<file path="src/rtl/pie_pkg.sv">
// package for the peripheral interrupt enable and flag block
// shared register offsets, field positions, masks and reset values
package pie_pkg;
  localparam int          DATA_W        = 8;
  localparam int          PADDR_W       = 8;
  // byte offsets on the apb bus
  localparam logic [7:0]  OFF_ENABLE_A  = 8'h00;
  localparam logic [7:0]  OFF_ENABLE_B  = 8'h04;
  localparam logic [7:0]  OFF_FLAGS_A   = 8'h08;
  localparam logic [7:0]  OFF_FLAGS_B   = 8'h0c;
  localparam logic [7:0]  OFF_INT_CTRL  = 8'h10;
  localparam logic [7:0]  OFF_EVT_STAT  = 8'h14;
  localparam logic [7:0]  OFF_EVT_EN    = 8'h18;
  localparam logic [7:0]  OFF_EVT_CLR   = 8'h1c;
  // bit positions, first register pair
  localparam int          BIT_T1_GATE   = 7;
  localparam int          BIT_CONV_DONE = 6;
  localparam int          BIT_LIMIT_TMR = 2;
  localparam int          BIT_TIMER2    = 1;
  localparam int          BIT_TIMER1    = 0;
  // bit positions, second register pair
  localparam int          BIT_CMP2      = 5;
  localparam int          BIT_CMP1      = 4;
  localparam int          BIT_WAVE_GEN  = 2;
  localparam int          BIT_CAP_CMP   = 0;
  // interrupt control register bits
  localparam int          BIT_GLOBAL_EN = 7;
  localparam int          BIT_GROUP_EN  = 6;
  // implemented bits
  localparam logic [7:0]  MASK_A        = 8'hc7;
  localparam logic [7:0]  MASK_B        = 8'h35;
  localparam logic [7:0]  MASK_CTRL     = 8'hc0;
  localparam logic [7:0]  MASK_EVT      = 8'h03;
  localparam logic [7:0]  RESET_VAL     = 8'h00;
  localparam logic [31:0] READ_ZERO     = 32'h0000_0000;
  // capture/compare unit modes
  localparam logic [1:0]  CCP_CAPTURE   = 2'h1;
  localparam logic [1:0]  CCP_COMPARE   = 2'h2;
  localparam logic [1:0]  CCP_PWM       = 2'h3;
endpackage

</file>
<file path="src/rtl/flag_bank.sv">
// sticky flag bank with software clear, set wins over clear
// events are single-cycle pulses on ref_clk
`timescale 1ns/1ns
module flag_bank
  import pie_pkg::*;
#(
  parameter int W = DATA_W
) (
  input  wire logic         ref_clk,
  input  wire logic         rst,
  input  wire logic [W-1:0] set_evt,
  input  wire logic [W-1:0] clr,
  input  wire logic [W-1:0] impl_mask,
  output logic      [W-1:0] flags
);
  typedef struct packed {
    logic [W-1:0] flags;
  } bank_state_t;

  bank_state_t st_r;
  bank_state_t st_nxt;

  always_comb begin
    st_nxt = st_r;
    for (int i = 0; i < W; i++) begin
      if (set_evt[i] && impl_mask[i]) begin
        st_nxt.flags[i] = 1'b1;
      end else if (clr[i]) begin
        st_nxt.flags[i] = 1'b0;
      end
    end
  end

  always_ff @(posedge ref_clk or posedge rst) begin
    if (rst) begin
      st_r <= '0;
    end else begin
      st_r <= st_nxt;
    end
  end

  assign flags = st_r.flags;
endmodule

</file>
<file path="src/rtl/periph_irq.sv">
// peripheral interrupt enables, request flags and processor request
// apb slave on ref_clk; event inputs are ref_clk pulses or levels from peripherals
`timescale 1ns/1ns
// Summary of operation
// - enable bit 7 gates timer1 gate request
// - enable bit 6 gates conversion done request
// - enable bit 2 gates limit timer request
// - enable bit 1 gates timer2 match request
// - enable bit 0 gates rollover; 5-3 read zero
// - group enable must be set for any request except event_irq
// - second enable register bits 5,4,2,0 only
// - flags set regardless of any enable
// - flag bit 6 set on conversion done
// - flag bit 2 limit match, sticky
// - flag bit 1 timer2 match, sticky
// - flag bit 0 rollover sticky; 5-3 zero
// - comparator output changes set bits 5,4
// - shutdown sets second flag bit 2
// - capture or compare sets bit 0
module periph_irq
  import pie_pkg::*;
(
  input  wire logic               ref_clk,
  input  wire logic               rst,
  input  wire logic               psel,
  input  wire logic               penable,
  input  wire logic               pwrite,
  input  wire logic [PADDR_W-1:0] paddr,
  input  wire logic [31:0]        pwdata,
  output logic      [31:0]        prdata,
  output logic                    pready,
  output logic                    pslverr,
  input  wire logic               timer1_gate_evt,
  input  wire logic               conversion_done_evt,
  input  wire logic               limit_timer_match_evt,
  input  wire logic               timer2_match_evt,
  input  wire logic               timer1_rollover_evt,
  input  wire logic               comparator2_output,
  input  wire logic               comparator1_output,
  input  wire logic               waveform_gen_shutdown_evt,
  input  wire logic [1:0]         ccp_mode,
  input  wire logic               ccp_capture_evt,
  input  wire logic               ccp_compare_evt,
  output logic                    periph_irq_req,
  output logic                    cpu_irq,
  output logic                    event_irq
);
  typedef struct packed {
    logic [7:0] enable_a;
    logic [7:0] enable_b;
    logic [7:0] int_ctrl;
    logic [7:0] evt_en;
    logic [1:0] cmp_sync1;
    logic [1:0] cmp_sync2;
    logic [1:0] cmp_prev;
    logic [2:0] cmp_valid;
    logic [31:0] rdata;
  } irq_state_t;

  irq_state_t st_r;
  irq_state_t st_nxt;

  logic       wr_acc;
  logic       rd_acc;
  logic       addr_ok;
  logic [7:0] wbyte;
  logic [7:0] set_a;
  logic [7:0] set_b;
  logic [7:0] clr_a;
  logic [7:0] clr_b;
  logic [7:0] flags_a;
  logic [7:0] flags_b;
  logic [7:0] evt_set;
  logic [7:0] evt_clr;
  logic [7:0] evt_stat;
  logic [1:0] cmp_change;
  logic       pend_a;
  logic       pend_b;

  assign wr_acc = psel && penable && pwrite;
  assign rd_acc = psel && !penable && !pwrite;
  assign wbyte  = pwdata[7:0];
  assign addr_ok = (paddr == OFF_ENABLE_A) || (paddr == OFF_ENABLE_B) ||
                   (paddr == OFF_FLAGS_A) || (paddr == OFF_FLAGS_B) ||
                   (paddr == OFF_INT_CTRL) || (paddr == OFF_EVT_STAT) ||
                   (paddr == OFF_EVT_EN) || (paddr == OFF_EVT_CLR);

  // comparator outputs are asynchronous: two stages, then compare to last
  // no edge until prev holds a real sample, else a high pin fakes one after reset
  assign cmp_change = st_r.cmp_valid[2] ? (st_r.cmp_sync2 ^ st_r.cmp_prev) : 2'b00;

  // flag sources, independent of any enable
  always_comb begin
    set_a = '0;
    set_b = '0;
    set_a[BIT_T1_GATE]   = timer1_gate_evt;
    set_a[BIT_CONV_DONE] = conversion_done_evt;
    set_a[BIT_LIMIT_TMR] = limit_timer_match_evt;
    set_a[BIT_TIMER2]    = timer2_match_evt;
    set_a[BIT_TIMER1]    = timer1_rollover_evt;
    set_b[BIT_CMP2]      = cmp_change[1];
    set_b[BIT_CMP1]      = cmp_change[0];
    set_b[BIT_WAVE_GEN]  = waveform_gen_shutdown_evt;
    set_b[BIT_CAP_CMP]   = ((ccp_mode == CCP_CAPTURE) && ccp_capture_evt) ||
                           ((ccp_mode == CCP_COMPARE) && ccp_compare_evt);
  end

  // software clears a flag by writing it to zero
  assign clr_a = (wr_acc && paddr == OFF_FLAGS_A) ? ~wbyte : '0;
  assign clr_b = (wr_acc && paddr == OFF_FLAGS_B) ? ~wbyte : '0;

  flag_bank #(.W(DATA_W)) u_flags_a (
    .ref_clk   (ref_clk),
    .rst       (rst),
    .set_evt   (set_a),
    .clr       (clr_a),
    .impl_mask (MASK_A),
    .flags     (flags_a)
  );

  flag_bank #(.W(DATA_W)) u_flags_b (
    .ref_clk   (ref_clk),
    .rst       (rst),
    .set_evt   (set_b),
    .clr       (clr_b),
    .impl_mask (MASK_B),
    .flags     (flags_b)
  );

  // request: any flag with its enable, gated by group enable; cpu_irq also by global enable
  assign pend_a = |(flags_a & st_r.enable_a);
  assign pend_b = |(flags_b & st_r.enable_b);
  assign periph_irq_req = (pend_a || pend_b) && st_r.int_ctrl[BIT_GROUP_EN];
  assign cpu_irq = periph_irq_req && st_r.int_ctrl[BIT_GLOBAL_EN];

  // event status: newly raised flags of either bank, sticky
  assign evt_set  = {6'h00, |(set_b & MASK_B), |(set_a & MASK_A)};
  assign evt_clr  = (wr_acc && paddr == OFF_EVT_CLR) ? wbyte : '0;

  flag_bank #(.W(DATA_W)) u_evt (
    .ref_clk   (ref_clk),
    .rst       (rst),
    .set_evt   (evt_set),
    .clr       (evt_clr),
    .impl_mask (MASK_EVT),
    .flags     (evt_stat)
  );

  assign event_irq = |(evt_stat & st_r.evt_en);

  always_comb begin
    st_nxt = st_r;
    st_nxt.cmp_sync1 = {comparator2_output, comparator1_output};
    st_nxt.cmp_sync2 = st_r.cmp_sync1;
    st_nxt.cmp_prev  = st_r.cmp_sync2;
    st_nxt.cmp_valid = {st_r.cmp_valid[1:0], 1'b1};
    if (wr_acc) begin
      unique case (paddr)
        OFF_ENABLE_A: st_nxt.enable_a = wbyte & MASK_A;
        OFF_ENABLE_B: st_nxt.enable_b = wbyte & MASK_B;
        OFF_INT_CTRL: st_nxt.int_ctrl = wbyte & MASK_CTRL;
        OFF_EVT_EN:   st_nxt.evt_en   = wbyte & MASK_EVT;
        default:      st_nxt.int_ctrl = st_r.int_ctrl;
      endcase
    end
    if (rd_acc) begin
      unique case (paddr)
        OFF_ENABLE_A: st_nxt.rdata = {24'h000000, st_r.enable_a};
        OFF_ENABLE_B: st_nxt.rdata = {24'h000000, st_r.enable_b};
        OFF_FLAGS_A:  st_nxt.rdata = {24'h000000, flags_a};
        OFF_FLAGS_B:  st_nxt.rdata = {24'h000000, flags_b};
        OFF_INT_CTRL: st_nxt.rdata = {24'h000000, st_r.int_ctrl};
        OFF_EVT_STAT: st_nxt.rdata = {24'h000000, evt_stat};
        OFF_EVT_EN:   st_nxt.rdata = {24'h000000, st_r.evt_en};
        default:      st_nxt.rdata = READ_ZERO;
      endcase
    end
  end

  always_ff @(posedge ref_clk or posedge rst) begin
    if (rst) begin
      st_r <= '0;
    end else begin
      st_r <= st_nxt;
    end
  end

  assign prdata  = st_r.rdata;
  assign pready  = 1'b1;
  assign pslverr = psel && penable && !addr_ok;
endmodule

</file>
<file path="config.mk">
export PLATFORM = sky130hd
export DESIGN_NAME = periph_irq
export DESIGN_NICKNAME = d
export VERILOG_FILES = /design/src/rtl/pie_pkg.sv /design/src/rtl/flag_bank.sv /design/src/rtl/periph_irq.sv
export SDC_FILE = /design/constraint.sdc
export NUM_CORES = 1
export LEC_CHECK = 0
export ABC_AREA = 1
export BUFFER_PORTS_ARGS = -buffer_cell sky130_fd_sc_hd__buf_2
export CORE_MARGIN = 3
export CORE_UTILIZATION = 43
export CTS_CLUSTER_DIAMETER = 30
export DETAILED_ROUTE_END_ITERATION = 12
export PLACE_DENSITY_LB_ADDON = 0.1
export REMOVE_ABC_BUFFERS = 1
export SLEW_MARGIN = 10
export SYNTH_ARGS = -nofsm -noshare
export SYNTH_HDL_FRONTEND = slang
export SYNTH_SLANG_ARGS = --single-unit
</file>
<file path="constraint.sdc">
create_clock -name ref_clk -period 1 [get_ports ref_clk]
set_input_delay 0.1 -clock ref_clk [delete_from_list [all_inputs] [get_ports ref_clk]]
set_output_delay 0.1 -clock ref_clk [all_outputs]
set_load 0.01 [all_outputs]
</file>
==> results of run 1 <==
[worst reg2reg max path, stage by stage, from the launching register on]
cell and delay [ns]:
dfrtp_1 0.39, buf_4 0.14, nand3_1 0.07, nand2_1 0.05, nor2_1 0.10, nand2_1 0.08
nand2_1 0.08, nand2_1 0.05
[registers in the layout, indices dropped and copies added (netlist names)]
| signal | cells |
|---|---|
| prdata | 7 |
| st_nxt | 6 |
| u_evt.flags | 2 |
| u_flags_b.flags | 4 |
| st_r | 16 |
| u_flags_a.flags | 5 |
[power groups by stage]
stage / registers [W] / clock network (W) / logic [W]
after floorplan: 0.00169 / 0 / 0.000192
after global placement: 0.00169 / 0 / 0.000358
after detailed placement: 0.00169 / 0 / 0.000360
after CTS: 0.00166 / 0.00136 / 0.000403
after global routing: 0.00166 / 0.00145 / 0.000458
final: 0.00166 / 0.00132 / 0.000410
[synthesized netlist by cell type]
library cell  number
conb_1             2
dfrtp_1           40
buf_4             33
o22ai_2            1
nor2_8             2
nor2_2             5
a22oi_1            1
nand3_4            2
xor2_1             2
a22o_1             1
o21ai_2            1
nand3_1           17
nor2_4             4
nand3_2            1
nand4_1            3
nand2_2            4
nand2_1           84
inv_1             28
o21bai_1           1
or2_1              1
nor2_1             8
nor3_4             1
inv_2              5
a21oi_1            3
nor3_1             2
o21ai_0            7
nand2_4            2
o21ai_1           17
[cell type report]
class                           instances  area [um^2]
Sequential cell                        40         1001
Clock inverter                          3        42.54
Multi-Input combinational cell        197         1087
Tap cell                               67        83.83
Clock buffer                            5        68.82
Timing Repair Buffer                   84        603.1
Fill cell                             469         1898
Inverter                               33        126.4
[layer usage]
metal	GRT usage [%]	share of wire [%]
met3	3.096	3.9
met1	23.42	46
met5	0	0
met4	6.993	2.4
met2	30.14	48
[cell usage in the layout, fill, tap and decap left out, types with 4 or more instances in the layout]
| cell | count |
|---|---|
| nand3_1 | 10 |
| o21ai_0 | 4 |
| o21ai_1 | 18 |
| inv_2 | 7 |
| nand3_2 | 8 |
| inv_1 | 25 |
| dlygate4sd3_1 | 4 |
| nor2_1 | 6 |
| dfrtp_1 | 40 |
| nor2_4 | 7 |
| buf_6 | 6 |
| nand2_1 | 79 |
| clkbuf_8 | 5 |
| buf_2 | 37 |
| nand2_2 | 8 |
| nor2_2 | 4 |
| buf_4 | 34 |
| conb_1 | 27 |
[path summary, 6_finish.rpt]
| path | startpoint | endpoint | slack, ns | cells after the start |
|---|---|---|---|---|
| worst max-delay path | u_flags_b.flags[4]$_DFFE_PP0P_ | cpu_irq | -0.42 | 7 |
| worst min-delay path | limit_timer_match_evt | u_flags_a.flags[2]$_DFFE_PP0P_ | 0.02 | 3 |
| worst max register to register | u_flags_b.flags[0]$_DFFE_PP0P_ | prdata[0]$_DFFE_PP0P_ | -0.05 | 7 |
| worst min register to register | st_nxt[37]$_DFF_PP0_ | st_nxt[35]$_DFF_PP0_ | 0.35 | 0 |
| max in group asynchronous | rst | u_flags_a.flags[0]$_DFFE_PP0P_ | 0.42 | 4 |
| min in group asynchronous | rst | st_r[67]$_DFFE_PP0P_ | 0.39 | 4 |
[what timing repair did]
action | 4_1_cts | 5_1_grt
endpoints found under the setup margin | 5 | 12
hold buffers | 4 | 0
endpoints found under the hold margin | 43 | 0
buffers inserted | 8 | 4
cloned | 0 | 0
resized for setup | 21 | 19
pin swaps | 18 | 18
[cell families (layout without fill, tap and decap cells)]
kind of cell	after synthesis	in the layout	share of synthesized area, %
compound gates	32	32	7.943
xor+xnor	2	2	0.7723
buf+inv	66	125	16.38
flops	40	40	44.13
other cells	2	27	0.3311
simple gates	136	136	30.45
[metrics by stage]
stage | power, W | hold WS [ns] | instances
finish | 0.003392 | 0.01534 | 429
global route | 0.003567 | 0.01571 | 429
CTS | 0.003426 | 0.009108 | 427
detailed placement | 0.002050 | 0.1703 | 407
global placement | 0.002048 | 0.1688 | 407
floorplan | 0.001882 | 0.1314 | 270
==> flow_summary_export.csv, run 1 <==
group,metric,value,unit
setup_path,timing.critical_path.required,0.90,ns
detailed_routing,via_per_inst,4.473,
pwr,power.ir.vdd_worst,0.8028,mV
detailed_routing,first_pass_iters,5,
timing,period_minus_slack,1.425,ns
synth,synth_area_per_cell,8.160,um^2
pwr,clock_power_share,39.0,%
detailed_routing,via_count,1919,
clocking,clk_root_buffer_cell,"clkbuf_8",
detailed_routing,ant_nets,0,
pwr,power.internal,0.002544,W
finish,final_area,3013,um^2
die,row_count,25,
clocking,clock_tree_from_tritoncts,"yes",
die,fp.dieW,78.63,um
grt,grt_max_degree,41,
finish,n_antenna_cell,0,
grt,grt_pass1_wl,8.611,mm
synth,cell_count_after_synthesis,278,
flow_run,cap_violations,0,
synth,synth_area_leader_cell,"dfrtp_1",
clocking,cts_made_buffers,5,
finish,final_nets,418,
synth,synth_top_cells_by_area,"dfrtp_1 (44%), nand2_1 (14%), buf_4 (11%)",
die,initial_core_util,46.19,%
timing,timing.final.crit_share,142.5,%
setup_path,timing.critical_path.fanout_max,2,
detailed_routing,wl,5.147,mm
setup_path,cp-end-kind,"primary output",
place,global_placement_routability_congestion,0.8002,
finish,area.growth.synth_to_final,32.82,%
place,detailedPlace.worstSlack,-0.2548,ns
place,dp_hpwl,3.842,mm
finish,post_route_cells_drive_above_1_share,38.40,%
die,die_h,78.63,um
timing,max_freq,701.9,MHz
synth,yosysSeqAreaShare,44.13,%
synth,synth_area,2268,um^2
timing,totalNegativeSetupSlack,-1.066,ns
detailed_routing,drc,0,
timing,number_of_endpoints_failing_setup_at_the_final_stage,5,
grt,globalRouteTotalUtil,18.10,%
setup_path,timing.setup.critical_path_class,"reg2out",
hold_path,hold_class,"in2reg",
detailed_routing,drt_first_iter_violations,63,
synth,netlist-cell-type-count,28,
place,placed_cell_area,2644,um^2
grt,global_route.overflow_total,0,
synth,synth_warnings,0,
synth,netlist.area_leader.share,44.13,%
pwr,power.share.sequential,48.9,%
outcome,violated_checks,"negative setup slack",
setup_path,timing.critical_path.cells,"inv_2 -> o21ai_2 -> a21oi_2 -> nand4_1 -> nand2_1 -> nor2_1 -> buf_2",
die,boundary_pins,94,
grt,number_of_antenna_violations_at_the_first_check_in_global_routing,0,
die,design.core.area,4911,um^2
finish,final_core_occ,61.35,%
pwr,power.net_switching,0.0008486,W
clocking,cts_htree_levels,2,
clocking,clk_pin_slew_worst_paths,0.08,ns
setup_path,crit_arrival,1.32,ns
place,port_buffers,42,
pwr,power.leakage,1.607,nW
setup_path,timing.critical_path.from_type,"flip-flop",
grt,grt_pass1_vias,1920,
pwr,logic_pwr_share,12.1,%
clocking,clock_sinks,40,
setup_path,critical_path.top_delay_family,"flip-flops",
setup_path,worst_path_max_delay_cell,"dfrtp_1",
timing,rsz_0062_raised_after_global_routing,"true",
pwr,share_of_total_power_consumed_by_net_switching,25.02,%
pwr,power_density,1126,nW/um^2
clocking,cts_buffer_depth,2,
timing,drv_slew,0,
synth,ys_ff_latch,40,
timing,skew,0.005568,ns
timing,finalWorstSetupSlack,-0.4247,ns
detailed_routing,post_drt_wl_per_cell,12.00,um
setup_path,crit_path_max_incr_delay,0.39,ns
clocking,skew_pair_late_insertion_delay,0.29,ns
setup_path,critical_path.n_buffers_inverters,2,
outcome,status,"finished with violations",
timing,final-hold-violation-count,0,
die,die_ar,6183,um^2
Power figures use the tool's default switching activity.
==> inputs of run 2 (changes only) <==
BUFFER_PORTS_ARGS = -buffer_cell sky130_fd_sc_hd__clkbuf_2   (was -buffer_cell sky130_fd_sc_hd__buf_2)
==> flow_summary_export.csv, run 2 (synthesized netlist as in run 1, its figures left out) <==
group,metric,value,unit
finish,largest_register_ffs,16,
outcome,violated_checks,"negative setup slack",
finish,final_area,3039,um^2
setup_path,timing.setup.critical_path_class,"reg2out",
setup_path,timing.critical_path.cells,"nand2_1 -> o21ai_2 -> a21oi_2 -> nand4_1 -> nand2_1 -> nor2_1 -> clkbuf_2",
clocking,clock_tree_from_tritoncts,"yes",
die,die_h,78.63,um
die,design.core.area,4911,um^2
timing,totalNegativeSetupSlack,-1.050,ns
grt,global_route.overflow_total,0,
timing,skew,0.004429,ns
finish,multi_input_gate_area,1102,um^2
grt,grt_max_degree,41,
clocking,cts_htree_levels,2,
finish,n_antenna_cell,0,
die,initial_core_util,46.19,%
finish,commonest_cells_after_routing_fill_and_taps_aside,"nand2_1 (77), dfrtp_1 (40), clkbuf_2 (37)",
detailed_routing,wl,5.059,mm
grt,grt_pass1_vias,1805,
finish,final_core_occ,61.89,%
detailed_routing,first_pass_iters,4,
finish,largest-register,"st_r",
clocking,cts_made_buffers,5,
timing,period_minus_slack,1.427,ns
timing,number_of_endpoints_failing_setup_at_the_final_stage,5,
clocking,skew_pair_late_insertion_delay,0.29,ns
place,global_placement_routability_congestion,0.7725,
die,fp.dieW,78.63,um
grt,grt_pass1_wl,8.307,mm
flow_run,cap_violations,0,
place,port_buffers,42,
timing,drv_slew,0,
place,placed_cells,407,
detailed_routing,ant_nets,0,
timing,rsz_0062_raised_after_global_routing,"true",
detailed_routing,drt_first_iter_violations,64,
timing,max_freq,701.0,MHz
setup_path,timing.critical_path.required,0.90,ns
die,row_count,25,
setup_path,worst_path_most_repeated_cell,"nand2_1",
setup_path,timing.critical_path.from_type,"flip-flop",
outcome,status,"finished with violations",
finish,fillers,462,
clocking,clock_sinks,40,
grt,globalRouteTotalUtil,17.52,%
finish,post_route_cells_drive_above_1_share,38.50,%
pwr,power.ir.vdd_worst,1.025,mV
setup_path,cp-end-kind,"primary output",
pwr,power_density,1113,nW/um^2
clocking,clk_root_buffer_cell,"clkbuf_8",
timing,finalWorstSetupSlack,-0.4266,ns
setup_path,ff2ff_path_depth,7,
finish,leading_cell_type_in_the_layout_fill_and_taps_excluded,"nand2_1",
finish,area.growth.synth_to_final,33.98,%
clocking,cts_buffer_depth,2,
die,die_ar,6183,um^2
timing,final-hold-violation-count,0,
finish,final_nets,417,
finish,instances_no_fill,428,
detailed_routing,via_count,1940,
grt,number_of_antenna_violations_at_the_first_check_in_global_routing,0,
setup_path,timing.critical_path.fanout_max,2,
place,dp_hpwl,3.789,mm
die,boundary_pins,94,
place,placed_cell_area,2644,um^2
timing,timing.final.crit_share,142.7,%
setup_path,crit_path_max_incr_delay,0.38,ns
place,detailedPlace.worstSlack,-0.2518,ns
detailed_routing,drc,0,
hold_path,hold_class,"in2reg",
clocking,clk_pin_slew_worst_paths,0.08,ns
pwr,power.leakage,1.624,nW
detailed_routing,via_per_inst,4.533,
hold_path,worstHoldPathCells,3,
detailed_routing,post_drt_wl_per_cell,11.82,um
setup_path,worst_path_max_delay_cell,"dfrtp_1",
finish,register_area,1001,um^2
setup_path,crit_arrival,1.33,ns
-- run 2: cell types whose count changed in the layout (fill, tap and decap cells not counted), moves of 2 or more --
cell,before,now
clkbuf_2,0,37
o21ai_1,18,20
buf_6,6,8
o21ai_0,4,2
nand2_1,79,77
buf_2,37,1
buf_4,34,27
-- run 2: area by class of cell --
cell class                      instances  share of cell area, %
Multi-Input combinational cell        197                  36.27
Clock inverter                          3                  1.400
Inverter                               33                  4.076
Tap cell                               67                  2.758
Timing Repair Buffer                   83                  20.30
Clock buffer                            5                  2.264
Sequential cell                        40                  32.94
-- run 2: through the flow --
stage | power, W | hold WS (ns)
after floorplan | 0.001882 | 0.1314
after global placement | 0.002046 | 0.1513
after detailed placement | 0.002047 | 0.1509
after CTS | 0.003403 | 0.005013
after global routing | 0.003557 | 0.01643
final | 0.003383 | 0.009881
-- run 2: metal layers --
metal	vias to the layer above	GRT usage, %	wire, um
li1	979	-	-
met2	57	29.20	2499
met5	-	0	0
met3	7	3.211	255
met1	897	22.69	2233
met4	0	6.294	70
-- run 2: worst paths after layout --
kind	from	to	slack, ns
min reg2reg	st_nxt[37]$_DFF_PP0_	st_nxt[35]$_DFF_PP0_	0.35
max reg2reg	u_flags_b.flags[0]$_DFFE_PP0P_	prdata[0]$_DFFE_PP0P_	-0.03
min	timer1_gate_evt	u_flags_a.flags[7]$_DFFE_PP0P_	0.01
min in group asynchronous	rst	u_flags_a.flags[6]$_DFFE_PP0P_	0.38
max	u_flags_b.flags[0]$_DFFE_PP0P_	cpu_irq	-0.43
max in group asynchronous	rst	prdata[1]$_DFFE_PP0P_	0.43
-- run 2: power by group --
part	total [W]	internal, W	switching, W
logic	0.000417	0.000165	0.000252
clock network	0.00131	0.000738	0.000569
registers	0.00166	0.00164	0.0000136
total	0.00338	0.00255	0.000836
-- run 2: what timing repair did --
item	CTS	global route
setup buffers	8	5
hold endpoints to repair	44	0
hold buffers	5	0
gates resized for setup	16	37
endpoints found under the setup margin	5	15
pin swaps	15	29
-- run 2: critical path: cells and delay by family (launching register included) --
kind                   cells  cell delay, ns
AO/OA/AOI/OAI              2            0.20
flip-flops                 1            0.38
buffers and inverters      1            0.12
AND/OR/NAND/NOR            4            0.34
